<file path="config.mk">
export PLATFORM = sky130hd
export DESIGN_NAME = tcr_regs
export DESIGN_NICKNAME = d
export VERILOG_FILES = /design/src/common/tcr_pkg.sv /design/src/common/tcr_ctl_if.sv /design/src/core/tcr_fifo_map.sv /design/src/core/tcr_ahb_slave.sv /design/src/core/tcr_regs.sv
export SDC_FILE = /design/constraint.sdc
export NUM_CORES = 1
export LEC_CHECK = 0
export ABC_AREA = 1
export BUFFER_PORTS_ARGS = -buffer_cell sky130_fd_sc_hd__buf_2
export CORE_ASPECT_RATIO = 1.5
export CORE_MARGIN = 2
export CORE_UTILIZATION = 36
export DETAILED_ROUTE_END_ITERATION = 10
export HOLD_SLACK_MARGIN = 0.03
export PLACE_DENSITY = 0.77
export SKIP_LAST_GASP = 1
export SLEW_MARGIN = 20
export SYNTH_ARGS = -nofsm -noshare
export SYNTH_HDL_FRONTEND = slang
export SYNTH_SLANG_ARGS = --single-unit
</file>
<file path="constraint.sdc">
create_clock -name CLK -period 2.85 [get_ports CLK]
set_input_delay 0.57 -clock CLK [delete_from_list [all_inputs] [get_ports CLK]]
set_output_delay 0.57 -clock CLK [all_outputs]
set_load 0.01 [all_outputs]
</file>
<file path="src/common/tcr_pkg.sv">
package tcr_pkg;
    localparam logic [7:0] XMIT_CONF_OFF = 8'h70;
    localparam logic [7:0] HW_CONF_OFF = 8'h74;
    localparam logic [7:0] RST_CTL_OFF = 8'h78;
    localparam int TXS_FLUSH_BIT = 15;
    localparam int TXD_FLUSH_BIT = 14;
    localparam int OVR_PERMIT_BIT = 2;
    localparam int TX_ON_BIT = 1;
    localparam int STOP_BIT = 0;
    localparam int PORT_END_BIT = 29;
    localparam int SEL_END_BIT = 28;
    localparam int STRAP_BIT = 24;
    localparam int REQ_ONE_BIT = 20;
    localparam int FSZ_LSB = 16;
    localparam int RST_TMO_BIT = 1;
    localparam int SWRST_GO_BIT = 0;
    localparam logic [3:0] FSZ_RST = 4'h5;
    localparam logic [3:0] FSZ_MIN = 4'h2;
    localparam logic [3:0] FSZ_MAX = 4'hE;
    localparam logic [15:0] KB_BYTES = 16'h0400;
    localparam logic [15:0] TXS_BYTES = 16'h0200;
    localparam logic [15:0] TOTAL_BYTES = 16'h4000;
    localparam int RXS_SHIFT = 4;
    localparam int SOFTWARE_RESET_WAIT_NS = 10000;
    localparam int CLK_NS = 100;
    localparam int SOFTWARE_RESET_WAIT_CYC = SOFTWARE_RESET_WAIT_NS / CLK_NS;
endpackage

</file>
<file path="src/common/tcr_ctl_if.sv">
`timescale 1ns/1ps
`default_nettype none
interface tcr_ctl_if;
    logic wr;
    logic rd;
    logic [7:0] addr;
    logic [31:0] wdata;
    modport master (output wr, output rd, output addr, output wdata);
    modport slave (input wr, input rd, input addr, input wdata);
endinterface
`default_nettype wire

</file>
<file path="src/core/tcr_fifo_map.sv">
`timescale 1ns/1ps
`default_nettype none
module tcr_fifo_map (
    input wire logic [3:0] size_kb,
    output logic [15:0] tx_data_bytes,
    output logic [15:0] tx_status_bytes,
    output logic [15:0] rx_data_bytes,
    output logic [15:0] rx_status_bytes
);
    logic [15:0] tx_total;
    logic [15:0] rx_total;
    // Product fits in 16 bits since the field is at most 15.
    assign tx_total = 16'({12'h000, size_kb} * tcr_pkg::KB_BYTES);
    assign tx_status_bytes = tcr_pkg::TXS_BYTES;
    assign tx_data_bytes = tx_total - tcr_pkg::TXS_BYTES;
    assign rx_total = tcr_pkg::TOTAL_BYTES - tx_total;
    assign rx_status_bytes = rx_total >> tcr_pkg::RXS_SHIFT;
    assign rx_data_bytes = rx_total - rx_status_bytes;
endmodule
`default_nettype wire

</file>
<file path="src/core/tcr_ahb_slave.sv">
`timescale 1ns/1ps
`default_nettype none
module tcr_ahb_slave (
    input wire logic clk,
    input wire logic software_reset,
    input wire logic hsel,
    input wire logic [31:0] haddr,
    input wire logic [1:0] htrans,
    input wire logic hwrite,
    input wire logic hready,
    input wire logic [31:0] hwdata,
    tcr_ctl_if.master ctl
);
    logic wr_pend_r;
    logic rd_pend_r;
    logic [7:0] addr_r;
    logic take;
    assign take = hsel && hready && htrans[1];
    always_ff @(posedge clk) begin
        if (software_reset) begin
            wr_pend_r <= 1'b0;
            rd_pend_r <= 1'b0;
            addr_r <= 8'h00;
        end else begin
            wr_pend_r <= take && hwrite;
            rd_pend_r <= take && !hwrite;
            if (take) begin
                addr_r <= haddr[7:0];
            end
        end
    end
    // Writes act in the data phase; reads are sampled at the address phase so data is ready.
    assign ctl.wr = wr_pend_r;
    assign ctl.rd = take && !hwrite;
    assign ctl.addr = wr_pend_r ? addr_r : haddr[7:0];
    assign ctl.wdata = hwdata;
endmodule
`default_nettype wire

</file>
<file path="src/core/tcr_regs.sv">
// Local design decision: the AHB-Lite interface to the registers.
`timescale 1ns/1ps
`default_nettype none
module tcr_regs #(
    parameter int SOFTWARE_RESET_WAIT = tcr_pkg::SOFTWARE_RESET_WAIT_CYC
) (
    input wire logic CLK,
    input wire logic SOFTWARE_RESET,
    input wire logic HSEL,
    input wire logic [31:0] HADDR,
    input wire logic [1:0] HTRANS,
    input wire logic HWRITE,
    input wire logic [2:0] HSIZE,
    input wire logic HREADY,
    input wire logic [31:0] HWDATA,
    output logic [31:0] HRDATA,
    output logic HREADYOUT,
    output logic HRESP,
    input wire logic STRAP_AUTO_XOVER,
    input wire logic LINK_CLKS_OK,
    input wire logic TX_FRAME_BUSY,
    input wire logic TX_STATUS_FULL,
    input wire logic TX_FRAME_QUEUED,
    output logic TX_SEND_OK,
    output logic TX_STATUS_FULL_IRQ,
    output logic TX_STATUS_PTR_CLR,
    output logic TX_DATA_PTR_CLR,
    output logic PORT_BIG_ENDIAN,
    output logic SEL_BIG_ENDIAN,
    output logic MUST_BE_ONE,
    output logic [15:0] TX_DATA_BYTES,
    output logic [15:0] TX_STATUS_BYTES,
    output logic [15:0] RX_DATA_BYTES,
    output logic [15:0] RX_STATUS_BYTES,
    output logic SOFT_RESET_PULSE,
    output logic ERR_CLR
);
    typedef enum logic [1:0] {TCR_IDLE, TCR_RUN, TCR_DRAIN} tcr_tx_t;
    typedef enum logic [1:0] {TCR_SR_IDLE, TCR_SR_WAIT, TCR_SR_DONE} tcr_sr_t;

    tcr_ctl_if ctl ();

    tcr_ahb_slave u_bus (
        .clk(CLK),
        .software_reset(SOFTWARE_RESET),
        .hsel(HSEL),
        .haddr(HADDR),
        .htrans(HTRANS),
        .hwrite(HWRITE),
        .hready(HREADY),
        .hwdata(HWDATA),
        .ctl(ctl)
    );

    logic tx_on_r;
    logic stop_r;
    logic ovr_permit_r;
    logic txs_flush_r;
    logic txd_flush_r;
    logic port_end_r;
    logic sel_end_r;
    logic strap_r;
    logic strap_taken_r;
    logic req_one_r;
    logic [3:0] fsz_r;
    logic rst_tmo_r;
    logic soft_rst_r;
    logic [15:0] sr_cnt_r;
    tcr_tx_t tx_st_r;
    tcr_sr_t sr_st_r;
    logic wr_tx;
    logic wr_hw;
    logic wr_rst;
    logic halted;
    logic [3:0] fsz_in;
    logic [31:0] rd_nxt;
    logic [31:0] xmit_conf_val;
    logic [31:0] hw_conf_val;
    logic [31:0] rst_val;

    assign wr_tx = ctl.wr && (ctl.addr == tcr_pkg::XMIT_CONF_OFF);
    assign wr_hw = ctl.wr && (ctl.addr == tcr_pkg::HW_CONF_OFF);
    assign wr_rst = ctl.wr && (ctl.addr == tcr_pkg::RST_CTL_OFF);
    assign fsz_in = ctl.wdata[tcr_pkg::FSZ_LSB +: 4];

    // The transmitter counts as halted once a stop request sees no frame in flight.
    // A stop requested while already idle must also clear, or the bit would lock up.
    assign halted = stop_r && (tx_st_r != TCR_RUN) && !TX_FRAME_BUSY;

    // Transmit sequencer: a frame that has started always runs to its end.
    always_ff @(posedge CLK) begin
        if (SOFTWARE_RESET || soft_rst_r) begin
            tx_st_r <= TCR_IDLE;
        end else begin
            unique case (tx_st_r)
                TCR_IDLE: begin
                    if (tx_on_r && !stop_r) begin
                        tx_st_r <= TCR_RUN;
                    end
                end
                TCR_RUN: begin
                    if (stop_r) begin
                        tx_st_r <= TCR_DRAIN;
                    end else if (!tx_on_r) begin
                        tx_st_r <= TCR_IDLE;
                    end
                end
                TCR_DRAIN: begin
                    if (halted) begin
                        tx_st_r <= TCR_IDLE;
                    end
                end
            endcase
        end
    end

    // New frames start only in the run state, and then only if status space is free or overrun is permitted.
    assign TX_SEND_OK = (tx_st_r == TCR_RUN) && TX_FRAME_QUEUED
        && (ovr_permit_r || !TX_STATUS_FULL);
    assign TX_STATUS_FULL_IRQ = TX_STATUS_FULL;

    always_ff @(posedge CLK) begin
        if (SOFTWARE_RESET || soft_rst_r) begin
            tx_on_r <= 1'b0;
            stop_r <= 1'b0;
            ovr_permit_r <= 1'b0;
        end else begin
            if (halted) begin
                tx_on_r <= 1'b0;
            end else if (wr_tx) begin
                tx_on_r <= ctl.wdata[tcr_pkg::TX_ON_BIT];
            end
            if (halted) begin
                stop_r <= 1'b0;
            end else if (wr_tx && !stop_r) begin
                stop_r <= ctl.wdata[tcr_pkg::STOP_BIT];
            end
            if (wr_tx) begin
                ovr_permit_r <= ctl.wdata[tcr_pkg::OVR_PERMIT_BIT];
            end
        end
    end

    // Flush strobes are one-cycle pulses; they read back as zero afterwards.
    always_ff @(posedge CLK) begin
        if (SOFTWARE_RESET || soft_rst_r) begin
            txs_flush_r <= 1'b0;
            txd_flush_r <= 1'b0;
        end else begin
            txs_flush_r <= wr_tx && ctl.wdata[tcr_pkg::TXS_FLUSH_BIT];
            txd_flush_r <= wr_tx && ctl.wdata[tcr_pkg::TXD_FLUSH_BIT];
        end
    end
    assign TX_STATUS_PTR_CLR = txs_flush_r;
    assign TX_DATA_PTR_CLR = txd_flush_r;

    // Endianness bits are cleared by the pin reset only.
    always_ff @(posedge CLK) begin
        if (SOFTWARE_RESET) begin
            port_end_r <= 1'b0;
            sel_end_r <= 1'b0;
        end else if (wr_hw) begin
            port_end_r <= ctl.wdata[tcr_pkg::PORT_END_BIT];
            sel_end_r <= ctl.wdata[tcr_pkg::SEL_END_BIT];
        end
    end
    assign PORT_BIG_ENDIAN = port_end_r;
    assign SEL_BIG_ENDIAN = sel_end_r;

    // The strap is captured in the first cycle after reset release, then held.
    always_ff @(posedge CLK) begin
        if (SOFTWARE_RESET) begin
            strap_r <= 1'b0;
            strap_taken_r <= 1'b0;
        end else if (!strap_taken_r) begin
            strap_r <= STRAP_AUTO_XOVER;
            strap_taken_r <= 1'b1;
        end
    end

    always_ff @(posedge CLK) begin
        if (SOFTWARE_RESET || soft_rst_r) begin
            req_one_r <= 1'b0;
            fsz_r <= tcr_pkg::FSZ_RST;
        end else if (wr_hw) begin
            req_one_r <= ctl.wdata[tcr_pkg::REQ_ONE_BIT];
            // Reserved sizes would corrupt the memory split, so they are ignored.
            if (fsz_in >= tcr_pkg::FSZ_MIN && fsz_in <= tcr_pkg::FSZ_MAX) begin
                fsz_r <= fsz_in;
            end
        end
    end
    assign MUST_BE_ONE = req_one_r;

    tcr_fifo_map u_map (
        .size_kb(fsz_r),
        .tx_data_bytes(TX_DATA_BYTES),
        .tx_status_bytes(TX_STATUS_BYTES),
        .rx_data_bytes(RX_DATA_BYTES),
        .rx_status_bytes(RX_STATUS_BYTES)
    );

    // Soft reset waits for the link clocks; giving up sets the timeout flag.
    always_ff @(posedge CLK) begin
        if (SOFTWARE_RESET) begin
            sr_st_r <= TCR_SR_IDLE;
            sr_cnt_r <= 16'h0000;
            soft_rst_r <= 1'b0;
            rst_tmo_r <= 1'b0;
        end else begin
            soft_rst_r <= 1'b0;
            unique case (sr_st_r)
                TCR_SR_IDLE: begin
                    if (wr_rst && ctl.wdata[tcr_pkg::SWRST_GO_BIT]) begin
                        sr_st_r <= TCR_SR_WAIT;
                        sr_cnt_r <= 16'h0000;
                        rst_tmo_r <= 1'b0;
                    end
                end
                TCR_SR_WAIT: begin
                    if (LINK_CLKS_OK) begin
                        sr_st_r <= TCR_SR_DONE;
                        soft_rst_r <= 1'b1;
                    end else if (sr_cnt_r == 16'(SOFTWARE_RESET_WAIT - 1)) begin
                        sr_st_r <= TCR_SR_IDLE;
                        rst_tmo_r <= 1'b1;
                    end else begin
                        sr_cnt_r <= sr_cnt_r + 16'h0001;
                    end
                end
                TCR_SR_DONE: begin
                    sr_st_r <= TCR_SR_IDLE;
                end
                default: begin
                    sr_st_r <= TCR_SR_IDLE;
                end
            endcase
        end
    end
    assign SOFT_RESET_PULSE = soft_rst_r;
    assign ERR_CLR = soft_rst_r;

    always_comb begin
        xmit_conf_val = 32'h0000_0000;
        xmit_conf_val[tcr_pkg::OVR_PERMIT_BIT] = ovr_permit_r;
        xmit_conf_val[tcr_pkg::TX_ON_BIT] = tx_on_r;
        xmit_conf_val[tcr_pkg::STOP_BIT] = stop_r;
        hw_conf_val = 32'h0000_0000;
        hw_conf_val[tcr_pkg::PORT_END_BIT] = port_end_r;
        hw_conf_val[tcr_pkg::SEL_END_BIT] = sel_end_r;
        hw_conf_val[tcr_pkg::STRAP_BIT] = strap_r;
        hw_conf_val[tcr_pkg::REQ_ONE_BIT] = req_one_r;
        hw_conf_val[tcr_pkg::FSZ_LSB +: 4] = fsz_r;
        hw_conf_val[tcr_pkg::RST_TMO_BIT] = rst_tmo_r;
        rst_val = 32'h0000_0000;
        rst_val[tcr_pkg::SWRST_GO_BIT] = (sr_st_r != TCR_SR_IDLE);
        unique case (ctl.addr)
            tcr_pkg::XMIT_CONF_OFF: rd_nxt = xmit_conf_val;
            tcr_pkg::HW_CONF_OFF: rd_nxt = hw_conf_val;
            tcr_pkg::RST_CTL_OFF: rd_nxt = rst_val;
            default: rd_nxt = 32'h0000_0000;
        endcase
    end

    always_ff @(posedge CLK) begin
        if (SOFTWARE_RESET) begin
            HRDATA <= 32'h0000_0000;
        end else if (ctl.rd) begin
            HRDATA <= rd_nxt;
        end
    end

    // A read right behind a write would share the one register address path, so the
    // write's data phase is stretched by one cycle and the read then sees the new value.
    assign HREADYOUT = !(ctl.wr && HSEL && HTRANS[1] && !HWRITE);
    assign HRESP = 1'b0;
endmodule
`default_nettype wire

</file>
==> summary.txt <==
Run status
  – Status: finished, final reports clean

Run
  – Max_cap viols: 0

STA
  – Crit path time final: 2.63 ns
  – Total negative setup slack: 0 ns
  – Slew headroom: 0.592
  – Crit share post-route: 0.924
  – Fin. Hold Viols: 0
  – Count of final setup violators: 0
  – Unrepaired setup endpoints after global routing: no
  – Slew Viols, Final: 0
  – Actual slew at the worst max-slew pin: 0.611 ns
  – Clock Skew: between 0.007 and 0.008 ns
  – Final hold slack: 0.425 ns
  – F_max: about 0.38 GHz
  – Final setup margin: 0.216 ns

Synth
  – Ys Warns: 0
  – Area share of the largest cell type after synthesis: 0.314
  – Count leader, synth: nand2_1
  – Mapped Cells: 523
  – Area leader, netlist: dfxtp_1
  – Synth top area cells: dfxtp_1, buf_4, nand2_1
  – #FFs+latches synth: 56
  – Seq/Total Area, Yosys: 0.314
  – Yosys cell types: 40
  – Asr flop ratio synth: 0
  – Cell Area, Synth: 3560 um^2
  – Syn_area_per_cell: 6.82 um^2
  – Post-synth EDFFs: 0
  – Prevailing post-synth register cell: dfxtp_1
  – Synth cell count leaders: nand2_1, buf_4, nor2_1, dfxtp_1, inv_1

Setup path
  – Worst path bufs/invs: 4
  – Worst path required time: 2.28 ns
  – Most common cell type on the critical path: nand2_1
  – Crit path DAT: 2.06 ns
  – Critical Path, Cell by Cell: inv_2 -> buf_4 -> ha_2 -> inv_1 -> nand2_1 -> nor3_4 -> nand2_1 -> o211ai_1 -> nand2_1 -> buf_2
  – Cell family with most CP delay: simple AND/OR/NAND/NOR gates
  – Startpoint types: flip-flop
  – Critical setup path kind: reg -> out
  – CP Capture Type: output pin
  – Slowest-stage cell, CP: dfxtp_1
  – Crit path max fanout: 6
  – CP max stage delay: 0.35 ns

Hold path
  – Hold Path Class: reg -> reg

Drt
  – Via count: 3235
  – Post-DRT Antenna Nets: 0
  – DRC viols: 0
  – 1st-iter DRT viols: 185
  – DRT Wirelength: about 7.7 mm
  – Vias/cell: 4.57
  – WL/cell: 10.8 um
  – TritonRoute pass-1 iters: 4

Layout
  – Filler Cells Inserted: 993
  – Final #Nets: 677
  – Layout area overhead: 10.5%
  – Fin util: 0.409
  – Layout cells sized above 1: 0.189

Placed design
  – I/O Buffers: just over 70
  – HPWL after DPL: 5.91 mm
  – DP Worst Slack: between 0.2 and 0.25 ns
  – GP Congestion: 0.890

Clock network
  – Skew-Pair Late Insertion Delay: ~0.30 ns
  – Num CTS Buffers: 5
  – CTS root buf: clkbuf_16
  – TritonCTS clock tree: built
  – Clk slew on worst S/H paths: about 0.070 ns
  – Clock Sinks: 56
  – Hold-fix buffers, CTS: 0
  – Maximum root-to-sink buffer count: 2
  – H-tree Lvls: 2

Global route
  – First-pass GRT wire length: 12.3 mm
  – Grt total ovfl: 0
  – Vias in the first global route: about 2900
  – Largest net degree at the start of global routing: 24
  – Gr usage total: 0.139
  – Initial antenna violation count: 0

Power
  – Cell Pwr Density: 393 nW/um^2
  – Static Leakage: 1.81 nW
  – Max rail drop VDD: 454 uV
  – Overall Power: around 1.5 mW

Floorplanning
  – Starting Density: 0.370
  – I/O pin total: 186
  – DIE HEIGHT: 126 um
  – Site Rows: 44
  – CORE AREA: roughly 9600 um^2
  – DIE AREA: 10700 um^2
  – Chip width: around 85 um
[area by class of cell]
class	count	area [um^2]	share of cell area
Clock inverter	1	7.51	0.00191
Antenna cell	1	2.50	0.000635
Multi-Input combinational cell	395	1900	0.483
Clock buffer	7	143	0.0362
Inverter	53	199	0.0505
Timing Repair Buffer	80	420	0.107
Tap cell	115	144	0.0365
Sequential cell	56	1120	0.285
[placed cells by master (no fill, tap or decap), types with 3 or more instances in the layout]
cell type,Yosys,final
nand2_1,98,97
buf_2,3,72
nor2_1,69,68
conb_1,2,65
dfxtp_1,56,56
inv_1,51,49
nand3_1,41,41
a21oi_1,38,38
o21ai_0,21,21
o21ai_1,9,9
nand2_2,7,8
nand4_1,8,8
buf_4,71,8
xor2_1,7,7
nor3_1,6,6
ha_1,7,5
clkbuf_16,0,5
nor2_2,2,3
inv_2,1,3
[registers in the layout (all words and copies together) (netlist names)]
register	count
MUST_BE_ONE	1
sr_st_r	2
strap_r	1
SEL_BIG_ENDIAN	1
PORT_BIG_ENDIAN	1
u_bus.addr_r	8
HRDATA	11
tx_on_r	1
strap_taken_r	1
ERR_CLR	1
rst_tmo_r	1
tx_st_r	2
TX_DATA_PTR_CLR	1
stop_r	1
ovr_permit_r	1
sr_cnt_r	16
u_bus.ctl.wr	1
TX_STATUS_PTR_CLR	1
fsz_r	4
[worst reg2reg max path: stages (launching register included)]
cell and delay (ns):
dfxtp_1 0.66, inv_2 0.15, nand2_1 0.09, nand2_1 0.07
inv_1 0.12, nand2_2 0.07, nor2_4 0.12, nand4_4 0.15
nand2_4 0.26, inv_1 0.17, nor2_1 0.12, nor2_1 0.05
[final timing paths]
check,depth (start not counted),slack (ns),start,to
setup reg to reg,11,0.71,u_bus.ctl.wr,sr_cnt_r[13]
setup / recovery,10,0.22,fsz_r[0],RX_DATA_BYTES[11]
hold reg to reg,1,0.43,strap_taken_r,strap_r
hold / removal,1,0.43,strap_taken_r,strap_r
[timing repair]
action | CTS | global route
pin swaps | 0 | 2
setup endpoints to repair | 5 | 5
buffers inserted | 0 | 3
resized for setup | 1 | 8
[stage by stage]
stage                     instance area (um^2)  std cells
final                                     3940        708
after floorplan                           3800        586
after global routing                      3940        707
after CTS                                 3880        704
after global placement                    3730        696
after detailed placement                  3730        696
[per-layer routing]
layer	global-route usage	part of all wire
met1	0.132	0.38
met2	0.279	0.53
met3	0.0321	0.076
met4	0.0504	0.017
met5	0	0
[report_power, final]
group / switching, mW / internal, mW / total [mW]
Combinational: 0.0930 / 0.0344 / 0.127
Sequential: 0.00510 / 0.792 / 0.797
Clock: 0.272 / 0.350 / 0.623
Total: 0.370 / 1.18 / 1.55
[logic make-up after synthesis]
logic type | after synthesis | share of synthesized area
compound gates | 73 | 0.107
xor+xnor | 8 | 0.0218
fa+ha+maj | 7 | 0.0246
buf+inv | 135 | 0.228
flops | 56 | 0.314
other cells | 2 | 0.00211
simple gates | 242 | 0.302
Note: power is estimated with default switching activity, not from simulation.
